<file path="src/verilog/mux_pkg.sv">
// shared constants and types for the four-line serial multiplexer
package mux_pkg;

  // ****************************************
  // clocking and baud generation
  // ****************************************
  localparam int CLK_HZ = 100_000_000;
  localparam int NUM_LINES = 4;
  localparam int OVERSAMPLE = 16;
  localparam int BAUD_CNT_W = 17;
  localparam int NUM_RATES = 16;
  // rates in tenths of a baud so that 134.5 stays exact
  localparam int BAUD_X10 [NUM_RATES] = '{500, 750, 1100, 1345, 1500,
    3000, 6000, 12000, 18000, 20000, 24000, 36000, 48000, 72000, 96000,
    198000};

  typedef logic [BAUD_CNT_W-1:0] div_tab_type [NUM_RATES];

  // rounded divide keeps every rate well inside 0.3 percent
  function automatic div_tab_type build_div();
    div_tab_type t;
    for (int k = 0; k < NUM_RATES; k++) begin
      t[k] = BAUD_CNT_W'((CLK_HZ * 10 + OVERSAMPLE * BAUD_X10[k] / 2) /
        (OVERSAMPLE * BAUD_X10[k]) - 1);
    end
    return t;
  endfunction

  localparam div_tab_type BAUD_DIV_LAST = build_div();

  // ****************************************
  // bit timing in oversample ticks
  // ****************************************
  localparam logic [3:0] MID_TICK = 4'h7;
  localparam logic [3:0] LAST_TICK = 4'hf;
  localparam logic [4:0] TX_BIT_LAST = 5'h0f;
  localparam logic [4:0] STOP1_LAST = 5'h0f;
  localparam logic [4:0] STOP15_LAST = 5'h17;
  localparam logic [4:0] STOP2_LAST = 5'h1f;
  localparam logic [1:0] LEN5 = 2'h0;
  localparam logic [2:0] LEN_BASE_LAST = 3'h4;

  // ****************************************
  // silo
  // ****************************************
  localparam int SILO_DEPTH = 8;
  localparam int SILO_W = 14;
  localparam int F_PERR = 8;
  localparam int F_FERR = 9;
  localparam int F_OVR = 10;
  localparam int F_BRK = 11;
  localparam int F_LINE = 12;
  localparam logic [4:0] SILO_ALARM_COUNT = 5'h10;
  localparam logic [2:0] SYNC_RST = 3'h7;

  typedef enum logic [2:0] {
    RX_IDLE = 3'b000,
    RX_START = 3'b001,
    RX_DATA = 3'b010,
    RX_PAR = 3'b011,
    RX_STOP = 3'b100,
    RX_WAIT = 3'b101
  } rx_state_type;

  typedef enum logic [2:0] {
    TX_IDLE = 3'b000,
    TX_START = 3'b001,
    TX_DATA = 3'b010,
    TX_PAR = 3'b011,
    TX_STOP = 3'b100
  } tx_state_type;

endpackage

</file>
<file path="src/verilog/silo_if.sv">
// valid/ready carrier between the scanner and the receive silo
`timescale 1ns/1ns
`default_nettype none
interface silo_if #(parameter int WIDTH = 14);
  logic in_valid;
  logic in_ready;
  logic [WIDTH-1:0] in_data;
  logic out_valid;
  logic out_ready;
  logic [WIDTH-1:0] out_data;
  modport fifo (input in_valid, input in_data, input out_ready,
    output in_ready, output out_valid, output out_data);
  modport user (output in_valid, output in_data, output out_ready,
    input in_ready, input out_valid, input out_data);
endinterface
`default_nettype wire

</file>
<file path="src/verilog/rx_silo_fifo.sv">
// receive silo: small synchronous fifo with registered storage
`timescale 1ns/1ns
`default_nettype none
module rx_silo_fifo #(
  parameter int WIDTH = 14,
  parameter int DEPTH = 8
) (
  input wire logic ref_clk,
  input wire logic sys_rst,
  silo_if.fifo s
);
  localparam int AW = $clog2(DEPTH);

  logic [WIDTH-1:0] mem [DEPTH];
  logic [AW-1:0] wptr_r, wptr_nxt, rptr_r, rptr_nxt;
  logic [AW:0] cnt_r, cnt_nxt;
  logic push, pop;

  assign s.in_ready = cnt_r != (AW+1)'(DEPTH);
  assign s.out_valid = cnt_r != '0;
  assign s.out_data = mem[rptr_r];

  always_comb begin
    push = s.in_valid && s.in_ready;
    pop = s.out_valid && s.out_ready;
    wptr_nxt = push ? wptr_r + 1'b1 : wptr_r;
    rptr_nxt = pop ? rptr_r + 1'b1 : rptr_r;
    cnt_nxt = cnt_r;
    if (push && !pop) begin
      cnt_nxt = cnt_r + 1'b1;
    end else if (pop && !push) begin
      cnt_nxt = cnt_r - 1'b1;
    end
  end

  always_ff @(posedge ref_clk or posedge sys_rst) begin
    if (sys_rst) begin
      wptr_r <= '0;
      rptr_r <= '0;
      cnt_r <= '0;
    end else begin
      wptr_r <= wptr_nxt;
      rptr_r <= rptr_nxt;
      cnt_r <= cnt_nxt;
    end
  end

  // storage needs no reset; the count guards every read
  always_ff @(posedge ref_clk) begin
    if (push) begin
      mem[wptr_r] <= s.in_data;
    end
  end
endmodule
`default_nettype wire

</file>
<file path="src/verilog/quad_async_serial_mux.sv">
// four-line asynchronous serial multiplexer core
// Functional notes
// - four independent asynchronous serial lines toward the terminal side.
// - receiver takes 5 to 8 data bits, one start, at least one stop.
// - format and speed per line; receiver and transmitter share the speed.
// - each receiver can be enabled or disabled by program.
// - receiver holds one finished character while assembling the next.
// - mid-bit sampling tolerates 43.75 percent distortion.
// - stop bit of only half a bit period is accepted.
// - break detected per receiver and shown as a status bit.
// - break on line 3 may request halt or boot, chosen by switches.
// - switches: none off-off, halt on-off, boot off-on, on-on illegal.
// - transmitter sends 5 to 8 bits with optional odd or even parity.
// - stop 1 or 2 bits; for 5-bit characters 1 or 1.5 bits.
// - every transmitter can send a break on command.
// - transmitted edges deviate under 2.5 percent over a character.
// - each line has its own generator with 16 selectable rates.
// - rates 50 to 9600 including 134.5, plus 19800.
// - each rate within 0.3 percent of nominal.
// - alarm off and receive irq on: irq while a character is available.
// - alarm on: irq after 16 entries since the last read, more than the 8-entry silo can take, so it never fires.
// - alarm suppresses receive-done irq, re-armed by a silo read.
// - transmit irq when scanner finds an enabled line with empty buffer.
`timescale 1ns/1ns
`default_nettype none
module quad_async_serial_mux #(
  parameter int LINES = mux_pkg::NUM_LINES,
  parameter int SILO_DEPTH = mux_pkg::SILO_DEPTH
) (
  input wire logic ref_clk,
  input wire logic sys_rst,
  input wire logic [3:0] rx_enable,
  input wire logic [3:0] tx_enable,
  input wire logic [7:0] char_len,
  input wire logic [3:0] stop_long,
  input wire logic [3:0] parity_en,
  input wire logic [3:0] parity_odd,
  input wire logic [15:0] baud_code,
  input wire logic [3:0] tx_break,
  input wire logic tx_wr,
  input wire logic [1:0] tx_wr_line,
  input wire logic [7:0] tx_wr_data,
  output logic [3:0] tx_buf_empty,
  input wire logic rx_ie,
  input wire logic tx_ie,
  input wire logic silo_alarm_en,
  input wire logic rbuf_rd,
  output logic rbuf_valid,
  output logic [1:0] rbuf_line,
  output logic [7:0] rbuf_data,
  output logic rbuf_break,
  output logic rbuf_overrun,
  output logic rbuf_frame_err,
  output logic rbuf_parity_err,
  output logic [3:0] break_status,
  input wire logic [3:0] serial_in,
  output logic [3:0] serial_out,
  input wire logic halt_sw,
  input wire logic boot_sw,
  output logic halt_req,
  output logic boot_req,
  output logic rx_irq,
  output logic tx_irq,
  output logic [1:0] tx_irq_line
);

  silo_if #(.WIDTH(mux_pkg::SILO_W)) silo ();
  logic [mux_pkg::SILO_W-1:0] hold_word [4];
  logic [3:0] hold_v;
  logic [1:0] scan_r, scan_nxt;

  // ****************************************
  // per-line receivers and transmitters
  // ****************************************
  for (genvar i = 0; i < 4; i++) begin : g_line
    logic [2:0] sync_r;
    logic lvl_r, lvl_nxt, tick, take, done, wr_hit;
    logic [1:0] len;
    logic [2:0] last;
    logic [7:0] mask;
    logic [mux_pkg::BAUD_CNT_W-1:0] bcnt_r, bcnt_nxt, blast;
    mux_pkg::rx_state_type rst_r, rst_nxt;
    logic [3:0] rph_r, rph_nxt;
    logic [2:0] rbi_r, rbi_nxt;
    logic [7:0] rsh_r, rsh_nxt;
    logic rpb_r, rpb_nxt, hv_r, hv_nxt, brk_r, brk_nxt;
    logic [5:0] hflag_r, hflag_nxt;
    logic [7:0] hd_r, hd_nxt;
    mux_pkg::tx_state_type tst_r, tst_nxt;
    logic [4:0] tph_r, tph_nxt, stop_last;
    logic [2:0] tbi_r, tbi_nxt;
    logic [7:0] tsh_r, tsh_nxt, tbuf_r, tbuf_nxt;
    logic tbv_r, tbv_nxt, out_r, out_nxt;

    assign len = char_len[2*i +: 2];
    assign last = mux_pkg::LEN_BASE_LAST + {1'b0, len};
    assign mask = 8'(8'hff >> (2'h3 - len));
    assign blast = mux_pkg::BAUD_DIV_LAST[baud_code[4*i +: 4]];
    assign tick = bcnt_r >= blast;
    assign take = silo.in_ready && scan_r == 2'(i);
    assign wr_hit = tx_wr && tx_wr_line == 2'(i);
    // 5-bit characters swap the long stop from 2 to 1.5 bits
    assign stop_last = !stop_long[i] ? mux_pkg::STOP1_LAST :
      (len == mux_pkg::LEN5 ? mux_pkg::STOP15_LAST :
      mux_pkg::STOP2_LAST);
    assign hold_v[i] = hv_r;
    assign hold_word[i] = {2'(i), hflag_r[3:0], hd_r};
    assign break_status[i] = brk_r;
    assign serial_out[i] = out_r;
    assign tx_buf_empty[i] = !tbv_r;

    // one generator serves both directions, so speeds always match
    always_comb begin
      bcnt_nxt = tick ? '0 : bcnt_r + 1'b1;
      lvl_nxt = (sync_r[1] == sync_r[2]) ? sync_r[2] : lvl_r;
    end

    always_comb begin
      rst_nxt = rst_r;
      rph_nxt = rph_r;
      rbi_nxt = rbi_r;
      rsh_nxt = rsh_r;
      rpb_nxt = rpb_r;
      hv_nxt = hv_r;
      hd_nxt = hd_r;
      hflag_nxt = hflag_r;
      brk_nxt = brk_r;
      done = 1'b0;
      if (tick) begin
        case (rst_r)
          mux_pkg::RX_IDLE: begin
            if (!lvl_r) begin
              rst_nxt = mux_pkg::RX_START;
              rph_nxt = '0;
            end
          end
          mux_pkg::RX_START: begin
            // recheck at mid start rejects glitches
            if (rph_r == mux_pkg::MID_TICK) begin
              rst_nxt = lvl_r ? mux_pkg::RX_IDLE : mux_pkg::RX_DATA;
              rph_nxt = '0;
              rbi_nxt = '0;
              rsh_nxt = '0;
            end else begin
              rph_nxt = rph_r + 1'b1;
            end
          end
          mux_pkg::RX_DATA: begin
            rph_nxt = rph_r + 1'b1;
            if (rph_r == mux_pkg::LAST_TICK) begin
              rsh_nxt[rbi_r] = lvl_r;
              rbi_nxt = rbi_r + 1'b1;
              if (rbi_r == last) begin
                rst_nxt = parity_en[i] ? mux_pkg::RX_PAR :
                  mux_pkg::RX_STOP;
              end
            end
          end
          mux_pkg::RX_PAR: begin
            rph_nxt = rph_r + 1'b1;
            if (rph_r == mux_pkg::LAST_TICK) begin
              rpb_nxt = lvl_r;
              rst_nxt = mux_pkg::RX_STOP;
            end
          end
          mux_pkg::RX_STOP: begin
            rph_nxt = rph_r + 1'b1;
            // sampled half a bit into the stop bit
            if (rph_r == mux_pkg::LAST_TICK) begin
              done = 1'b1;
              rst_nxt = lvl_r ? mux_pkg::RX_IDLE : mux_pkg::RX_WAIT;
            end
          end
          mux_pkg::RX_WAIT: begin
            if (lvl_r) begin
              rst_nxt = mux_pkg::RX_IDLE;
            end
          end
          default: rst_nxt = mux_pkg::RX_IDLE;
        endcase
      end
      if (lvl_r) begin
        brk_nxt = 1'b0;
      end
      if (take) begin
        hv_nxt = 1'b0;
      end
      if (done) begin
        // overrun is judged before the new character claims the hold
        brk_nxt = !lvl_r && rsh_r == '0 &&
          !(parity_en[i] && rpb_r);
        hflag_nxt = {2'h0, brk_nxt, hv_nxt, !lvl_r,
          parity_en[i] && (^rsh_r ^ rpb_r ^ parity_odd[i])};
        hv_nxt = 1'b1;
        hd_nxt = rsh_r;
      end
      if (!rx_enable[i]) begin
        rst_nxt = mux_pkg::RX_IDLE;
      end
    end

    always_comb begin
      tst_nxt = tst_r;
      tph_nxt = tph_r + 1'b1;
      tbi_nxt = tbi_r;
      tsh_nxt = tsh_r;
      tbuf_nxt = tbuf_r;
      tbv_nxt = tbv_r;
      out_nxt = 1'b1;
      case (tst_r)
        mux_pkg::TX_START: out_nxt = 1'b0;
        mux_pkg::TX_DATA: out_nxt = tsh_r[tbi_r];
        mux_pkg::TX_PAR: out_nxt = ^tsh_r ^ parity_odd[i];
        default: out_nxt = 1'b1;
      endcase
      if (tx_break[i]) begin
        out_nxt = 1'b0;
      end
      if (!tick) begin
        tph_nxt = tph_r;
      end else begin
        case (tst_r)
          mux_pkg::TX_IDLE: begin
            tph_nxt = '0;
            if (tbv_r && tx_enable[i]) begin
              tsh_nxt = tbuf_r & mask;
              tbv_nxt = 1'b0;
              tst_nxt = mux_pkg::TX_START;
            end
          end
          mux_pkg::TX_START: begin
            if (tph_r == mux_pkg::TX_BIT_LAST) begin
              tph_nxt = '0;
              tbi_nxt = '0;
              tst_nxt = mux_pkg::TX_DATA;
            end
          end
          mux_pkg::TX_DATA: begin
            if (tph_r == mux_pkg::TX_BIT_LAST) begin
              tph_nxt = '0;
              tbi_nxt = tbi_r + 1'b1;
              if (tbi_r == last) begin
                tst_nxt = parity_en[i] ? mux_pkg::TX_PAR :
                  mux_pkg::TX_STOP;
              end
            end
          end
          mux_pkg::TX_PAR: begin
            if (tph_r == mux_pkg::TX_BIT_LAST) begin
              tph_nxt = '0;
              tst_nxt = mux_pkg::TX_STOP;
            end
          end
          mux_pkg::TX_STOP: begin
            if (tph_r == stop_last) begin
              tst_nxt = mux_pkg::TX_IDLE;
            end
          end
          default: tst_nxt = mux_pkg::TX_IDLE;
        endcase
      end
      if (wr_hit) begin
        tbuf_nxt = tx_wr_data;
        tbv_nxt = 1'b1;
      end
    end

    always_ff @(posedge ref_clk or posedge sys_rst) begin
      if (sys_rst) begin
        sync_r <= mux_pkg::SYNC_RST;
        lvl_r <= 1'b1;
        bcnt_r <= '0;
        rst_r <= mux_pkg::RX_IDLE;
        rph_r <= '0;
        rbi_r <= '0;
        rsh_r <= '0;
        rpb_r <= 1'b0;
        hv_r <= 1'b0;
        hd_r <= '0;
        hflag_r <= '0;
        brk_r <= 1'b0;
        tst_r <= mux_pkg::TX_IDLE;
        tph_r <= '0;
        tbi_r <= '0;
        tsh_r <= '0;
        tbuf_r <= '0;
        tbv_r <= 1'b0;
        out_r <= 1'b1;
      end else begin
        sync_r <= {sync_r[1:0], serial_in[i]};
        lvl_r <= lvl_nxt;
        bcnt_r <= bcnt_nxt;
        rst_r <= rst_nxt;
        rph_r <= rph_nxt;
        rbi_r <= rbi_nxt;
        rsh_r <= rsh_nxt;
        rpb_r <= rpb_nxt;
        hv_r <= hv_nxt;
        hd_r <= hd_nxt;
        hflag_r <= hflag_nxt;
        brk_r <= brk_nxt;
        tst_r <= tst_nxt;
        tph_r <= tph_nxt;
        tbi_r <= tbi_nxt;
        tsh_r <= tsh_nxt;
        tbuf_r <= tbuf_nxt;
        tbv_r <= tbv_nxt;
        out_r <= out_nxt;
      end
    end

  end

  // ****************************************
  // scanner, silo and interrupts
  // ****************************************
  logic [4:0] pcnt_r, pcnt_nxt;
  logic alarm_r, alarm_nxt, push, rd_ok;
  logic [2:0] sw_s1_r, sw_s2_r, sw_s3_r, sw_lvl_r, sw_lvl_nxt;
  logic halt_nxt, boot_nxt, txi_nxt;
  logic [1:0] txl_nxt;

  rx_silo_fifo #(.WIDTH(mux_pkg::SILO_W), .DEPTH(SILO_DEPTH)) u_silo (
    .ref_clk(ref_clk),
    .sys_rst(sys_rst),
    .s(silo.fifo)
  );

  assign silo.in_valid = hold_v[scan_r];
  assign silo.in_data = hold_word[scan_r];
  assign silo.out_ready = rbuf_rd;
  assign rbuf_valid = silo.out_valid;
  assign rbuf_data = silo.out_data[7:0];
  assign rbuf_parity_err = silo.out_data[mux_pkg::F_PERR];
  assign rbuf_frame_err = silo.out_data[mux_pkg::F_FERR];
  assign rbuf_overrun = silo.out_data[mux_pkg::F_OVR];
  assign rbuf_break = silo.out_data[mux_pkg::F_BRK];
  assign rbuf_line = silo.out_data[mux_pkg::F_LINE +: 2];
  assign rx_irq = silo_alarm_en ? alarm_r :
    (rx_ie && silo.out_valid);

  always_comb begin
    push = silo.in_valid && silo.in_ready;
    rd_ok = rbuf_rd && silo.out_valid;
    scan_nxt = scan_r + 1'b1;
    pcnt_nxt = pcnt_r;
    alarm_nxt = alarm_r;
    // a read re-arms the alarm; a push in the same cycle still counts
    if (rd_ok) begin
      pcnt_nxt = '0;
      alarm_nxt = 1'b0;
    end
    if (push && pcnt_nxt != mux_pkg::SILO_ALARM_COUNT) begin
      pcnt_nxt = pcnt_nxt + 1'b1;
    end
    if (silo_alarm_en && pcnt_nxt == mux_pkg::SILO_ALARM_COUNT) begin
      alarm_nxt = 1'b1;
    end
    sw_lvl_nxt = sw_lvl_r;
    for (int k = 0; k < 2; k++) begin
      if (sw_s2_r[k] == sw_s3_r[k]) begin
        sw_lvl_nxt[k] = sw_s3_r[k];
      end
    end
    halt_nxt = break_status[3] && sw_lvl_r[0] && !sw_lvl_r[1];
    boot_nxt = break_status[3] && !sw_lvl_r[0] && sw_lvl_r[1];
    txi_nxt = tx_ie && tx_enable[scan_r] && tx_buf_empty[scan_r];
    txl_nxt = scan_r;
  end

  always_ff @(posedge ref_clk or posedge sys_rst) begin
    if (sys_rst) begin
      scan_r <= '0;
      pcnt_r <= '0;
      alarm_r <= 1'b0;
      sw_s1_r <= '0;
      sw_s2_r <= '0;
      sw_s3_r <= '0;
      sw_lvl_r <= '0;
      halt_req <= 1'b0;
      boot_req <= 1'b0;
      tx_irq <= 1'b0;
      tx_irq_line <= '0;
    end else begin
      scan_r <= scan_nxt;
      pcnt_r <= pcnt_nxt;
      alarm_r <= alarm_nxt;
      sw_s1_r <= {1'b0, boot_sw, halt_sw};
      sw_s2_r <= sw_s1_r;
      sw_s3_r <= sw_s2_r;
      sw_lvl_r <= sw_lvl_nxt;
      halt_req <= halt_nxt;
      boot_req <= boot_nxt;
      tx_irq <= txi_nxt;
      tx_irq_line <= txl_nxt;
    end
  end
endmodule
`default_nettype wire

</file>
<file path="config.mk">
export PLATFORM = sky130hd
export DESIGN_NAME = quad_async_serial_mux
export DESIGN_NICKNAME = d
export VERILOG_FILES = /design/src/verilog/mux_pkg.sv /design/src/verilog/silo_if.sv /design/src/verilog/rx_silo_fifo.sv /design/src/verilog/quad_async_serial_mux.sv
export SDC_FILE = /design/constraint.sdc
export NUM_CORES = 1
export LEC_CHECK = 0
export BUFFER_PORTS_ARGS = -buffer_cell sky130_fd_sc_hd__buf_2
export CAP_MARGIN = 20
export CELL_PAD_IN_SITES_DETAIL_PLACEMENT = 0
export CELL_PAD_IN_SITES_GLOBAL_PLACEMENT = 1
export CORE_MARGIN = 5
export CORE_UTILIZATION = 45
export CTS_CLUSTER_DIAMETER = 200
export DETAILED_ROUTE_END_ITERATION = 10
export PLACE_DENSITY = 0.87
export RECOVER_POWER = 25
export SLEW_MARGIN = 20
export SYNTH_ARGS = -nofsm -noshare
export SYNTH_HDL_FRONTEND = slang
export SYNTH_HIERARCHICAL = 1
export SYNTH_SLANG_ARGS = --single-unit
</file>
<file path="constraint.sdc">
create_clock -name ref_clk -period 11.35 [get_ports ref_clk]
set_input_delay 1.7025 -clock ref_clk [delete_from_list [all_inputs] [get_ports ref_clk]]
set_output_delay 1.7025 -clock ref_clk [all_outputs]
set_load 0.005 [all_outputs]
</file>
# After elaboration in Yosys (flattened, before gate mapping)
# Memory sizes are Yosys's and may differ from the RTL's.
# Index checks and enable logic that the tools add are counted.
# word_totals
reg_bits,363
ramBits,112
romBits,1088
in_bits,71
output_inout_bits,33
wordCells,724
mem_count,5
# memory_table
name,words,word_bits,read_ports,rd_clocked_by_memory_dff,wr,line,rtl
(no name shown),16,17,1,0,0,quad_async_serial_mux.sv:98,assign blast = mux_pkg::BAUD_DIV_LAST[baud_code[4*i +: 4]];
(no name shown),16,17,1,0,0,quad_async_serial_mux.sv:98,
(no name shown),16,17,1,0,0,quad_async_serial_mux.sv:98,
(no name shown),16,17,1,0,0,quad_async_serial_mux.sv:98,
u_silo.mem,8,14,1,0,1,rx_silo_fifo.sv:14,logic [WIDTH-1:0] mem [DEPTH];
# classes
n_addsub,34
n_lt_le_gt_ge,22
eq_ne,143
n_shift,4
n_mux,246
n_bitwise,21
n_reduce_logical,158
# ops
op,n
3-bit two-way mux,84
17-bit two-way mux,12
"3-bit != test, second input constant",28
"2-bit != test, second input constant",36
3-bit one-hot mux with 6 select lines,4
"17-bit by 1-bit adder with 17-bit output, second input constant",4
17-bit >= comparator,4
1-bit two-way mux,64
8-bit two-way mux,8
8-bit one-hot mux with 2 select lines,4
8-bit parity,8
3-bit one-hot mux with 5 select lines,4
4-bit two-way mux,14
2-bit nonzero test,26
5-bit two-way mux,10
"3-bit by 2-bit == test with 1-bit output, second input constant",16
3-bit one-hot mux with 2 select lines,8
4-bit one-hot mux with 3 select lines,4
3-bit AND reduction,16
1-bit logical AND,45
5-bit one-hot mux with 2 select lines,4
"3-bit == test, second input constant",12
8-bit AND,4
8-bit bitwise mux,4
46 further kinds,205

# Logic depth before layout (Yosys ltp)
# logic_depth
word_depth,9
depth_mapped,17

# Hierarchy
# The synthesis kept the hierarchy.
# modules_own_cells
module,n_inst,cells_each,area_each_um2
quad_async_serial_mux,1,2221,21217.8
rx_silo_fifo,1,225,4845.9

# Least setup slack after synthesis
# OpenSTA, ideal clock, no wires.
# synth_timing
path_type,input-to-reg
startpoint,input baud_code[13]
endpoint,register g_line[3].hd_r[0]
setup_time_ps,125
t_arrival_ps,4632
required_ps,11225
setup_slack_ps,6593
cell_stages,14
path_buffers,2
cell_sequence,clkbuf_1 inv_1 ha_1 nor2_1 nand3b_1 o31ai_1 ha_1 and4_1 o211ai_1 nor3_1 o21ai_1 a211oi_2 buf_4 mux2_2
# synth_between
elab_chain_len,6
# synth_rtl
item,line,rtl
from (decl),quad_async_serial_mux.sv:38,"input wire logic [15:0] baud_code,"
4-bit inverter with 5-bit output (implied by the code),quad_async_serial_mux.sv:98,
memory 16 x 17 bit,n/a,
17-bit two-way mux (implied by the code) (2 in a row),quad_async_serial_mux.sv:98,
17-bit >= comparator,quad_async_serial_mux.sv:99,assign tick = bcnt_r >= blast;
1-bit two-way mux,quad_async_serial_mux.sv:129,if (tick) begin
to (signal assigned),quad_async_serial_mux.sv:299,hd_r <= hd_nxt;
to (decl),quad_async_serial_mux.sv:88,"logic [7:0] hd_r, hd_nxt;"
# No other way between the ends. The select of a mux whose other input is x is not followed.
# A chain may end at the register's enable or synchronous reset.

# Worst setup path after layout
# layout_timing
startpoint,input baud_code[13]
endpoint,register g_line[3].rph_r[0]
# layout_between
elab_chain_len,6
# layout_rtl
item,line,rtl
4-bit inverter with 5-bit output (implied by the code),quad_async_serial_mux.sv:98,
memory 16 x 17 bit,n/a,
17-bit two-way mux (implied by the code) (2 in a row),quad_async_serial_mux.sv:98,
17-bit >= comparator,quad_async_serial_mux.sv:99,
3-bit AND reduction (no source line),n/a,
to (signal assigned),quad_async_serial_mux.sv:294,rph_r <= rph_nxt;
to (decl),quad_async_serial_mux.sv:83,"logic [3:0] rph_r, rph_nxt;"
# No other way between the ends. The select of a mux whose other input is x is not followed.

==> metrics.txt <==
placed cells=3215; wire length per cell=18.0 µm; share of layout cells above drive strength 1=between 10% and 20%; clock slew at reported path FFs=approximately 0.070 ns; max-slew violations=86; hold depth=0; hold_buf cts=0; hpwl dp=around 42000 µm; most used routing layer=met2; CP Capture Type=flip-flop; htree depth=2; setup bufs post-CTS=0; Clk Latency, worst-skew pair=~0.60 ns; Via Count=18700; Layout area overhead=10.7%; Pleak=between 10 and 15 nW; core area=57600 µm²; WHS Endpoint=g_line[3].sync_r[1]; CP most frequent cell=ha_1; Routed Antenna Nets=0; chip height=roughly 250 µm; Post-synth EDFFs=112; crit path kind=in -> reg; worst stage delay on the critical path=0.65 ns; row count=88; placed inst area=27200 µm²; vias in the first global route=18500; Layout Skew=0.0200 ns; worst path required time=between 10 and 15 ns; IO Port Bufs=103; power density cells=~170 nW/µm²; Main synth FF type=dfrtp_1; Tot Pwr=between 4 and 5 mW; Worst Hold Class=reg -> reg; FF+latch count, synth=475; global-route wire length before repair=approximately 100000 µm; endpoints failing hold=0; synth warn=6; met3 GRT Util=2.95%; Sequential Power Share=43.7%; maximum VDD drop=approximately 0.14 mV; failing checks=max-capacitance violations, max-slew violations; PnR worst setup slack=around 6.3 ns; r2r setup slk=slightly below 8 ns; max-cap violations=2; routability-driven placement congestion ratio=0.865; clock buffer count from CTS=50; RSZ-0062 raised after global routing=no; initial antenna violation count=3; fin crit share=44.3%; setup TNS=0 ns; I/O pins=104; pre-CTS WS=around 5.7 ns; Clock Path Buffers=3; cell count after synthesis=roughly 2400; final wirelength=59500 µm; final core utilization=50.1%; worst reg2reg path startpoint=scan_r[0]; outcome=finished, violations left; Switching Fraction=a little under a third; Worst-Margin Slew=between 2 and 3 ns; Max Fanout on Critical Path=28; DR DRC count=0; Peak Freq=0.199 GHz; Combinational Power Share=a little under a quarter; worst reg2reg endpoint=u_silo/cnt_r[3]; Clock power frac=33.5%; grt total ovfl=0; crit-path cells=buf_2 > inv_1 > ha_1 > or2_2 > a31oi_1 > ha_1 > nand2b_1 > a2111oi_0 > nor3_1 > o21ai_1 > nand2_1 > nand3_1 > mux2_2; CTS sink count=475; post-synth net total=between 2000 and 3000; worst r2r path cells=9; NetSw=1.50 mW; cts repair resizes=0; chip width=approximately 250 µm; drt via density=5.65; post-route cell area=28800 µm²; DR iter-0 viols=1356; non-filler cells, final=3310; post-synthesis cell area=26100 µm²; fin crit period=5.03 ns; initial core utilization=45.3%; Int Pwr=3.49 mW; root buffer cell=clkbuf_16; Final #Nets=2726; Avg Cell Area, Syn=10.7 µm²; Tot GR Track Use=a little under a fifth; data arrival time of the critical path=5.52 ns; fraction of registers with async set/reset=76.4%; hold_sp=g_line[3].sync_r[0]; Slew HR=-84.3%; Detailed Routing Iterations Pass 1=5; DIE AREA=around 63000 µm²; largest net degree at the start of global routing=82; Netlist cell types=91; CTS tree=yes; Slowest-stage cell, CP=nand2_1; worst hold slack=0.338 ns; GRT met2 Usage=a little under a third; Finish-stage setup viols=0; met1 Usage GRT=25.6%; Seq/Total Area, Yosys=47.9%; Setup crit start kind=primary input
==> layout make-up <==
class	instances	area (µm²)
fillers	5069	28700
multi-input cells	1721	12600
flip-flops and latches	475	12500
clock buffers	68	1380
well taps	765	957
repair buffers	120	632
inverters	135	508
clock inverters	25	303
diodes	1	2.50
==> cells in the final DEF (no fill, tap or decap), drive strengths merged, types with 9 or more instances in the layout <==
| cell | count |
|---|---|
| dfrtp | 343 |
| nand2 | 207 |
| nor2 | 203 |
| o21ai | 179 |
| ha | 151 |
| inv | 136 |
| buf | 114 |
| edfxtp | 112 |
| nand3 | 109 |
| mux2 | 105 |
| a21oi | 96 |
| xnor2 | 95 |
| clkbuf | 74 |
| mux4 | 49 |
| xor2 | 44 |
| nor3 | 36 |
| nand2b | 32 |
| nand4 | 31 |
| mux2i | 30 |
| and3 | 29 |
| nor2b | 26 |
| o31ai | 22 |
| a31oi | 20 |
| dfstp | 20 |
| or3 | 18 |
| a211oi | 18 |
| a21boi | 16 |
| clkinv | 16 |
| o211ai | 14 |
| o22ai | 14 |
| a21o | 13 |
| nand3b | 11 |
| o41ai | 10 |
| a41o | 9 |
==> worst max-delay path by stage <==
stage,endpoint,startpoint,cells past startpoint,slack [ns]
after floorplan,alarm_r,sys_rst,1,4.94
after global placement,g_line[0].hflag_r[3],baud_code[0],14,5.87
after detailed placement,g_line[1].rph_r[2],baud_code[5],13,5.74
after CTS,g_line[1].rph_r[2],baud_code[5],13,6.37
after global routing,g_line[0].hflag_r[3],baud_code[0],15,5.89
final,g_line[3].rph_r[0],baud_code[13],13,6.32
==> per-layer routing <==
layer	wire (µm)	share of wire, %	vias to the layer above
met5	0	0	-
met4	1330	2.2	0
met3	3110	5.2	78
met2	28800	48	457
met1	26200	44	9232
li1	-	-	8934
==> state kept, by name, indices dropped and copies added (netlist names), 5 cells and up <==
| signal | flops |
|---|---|
| g_line.bcnt_r | 68 |
| g_line.hd_r | 32 |
| g_line.hflag_r | 16 |
| g_line.rbi_r | 12 |
| g_line.rph_r | 16 |
| g_line.rsh_r | 32 |
| g_line.rst_r | 12 |
| g_line.sync_r | 12 |
| g_line.tbi_r | 12 |
| g_line.tbuf_r | 32 |
| g_line.tph_r | 20 |
| g_line.tsh_r | 32 |
| g_line.tst_r | 12 |
| pcnt_r | 5 |
| u_silo/mem | 112 |
==> Yosys cell counts (85+ instances only) <==
cell type  instances  area, µm²
nand2_1          206        773
nor2_1           202        758
a21oi_1           94        470
o21ai_0          176        881
nand3_1          109        546
inv_1            134        503
edfxtp_1         112       3360
clkbuf_1          85        319
ha_1             151       1890
mux2_2            96       1080
xnor2_1           95        832
dfrtp_1          343       8580
==> power groups by stage <==
stage	clock, mW	combinational [mW]	sequential [mW]
detailed placement	0	1.15	2.21
global placement	0	1.10	2.20
floorplan	0	0.964	2.08
CTS	1.72	1.16	2.18
finish	1.67	1.14	2.18
global route	1.79	1.29	2.21
==> cell families (layout without fill, tap and decap cells) <==
group	after synthesis	after routing	synth area share [%]
compound gates	502	502	12.4
xor+xnor	139	139	4.67
fa+ha+maj	158	158	7.56
buf+inv	250	348	3.97
flops	475	475	47.9
mux	184	184	10.1
other cells	0	1	0
simple gates	738	738	13.5
==> worst max-delay path, delay by kind of cell <==
kind | cells | cell delay (ns)
compound gates | 3 | 1.00
buf+inv | 2 | 0.37
fa+ha+maj | 2 | 0.48
simple gates | 5 | 1.60
mux | 1 | 0.37
Note: power is estimated with default switching activity, not from simulation.
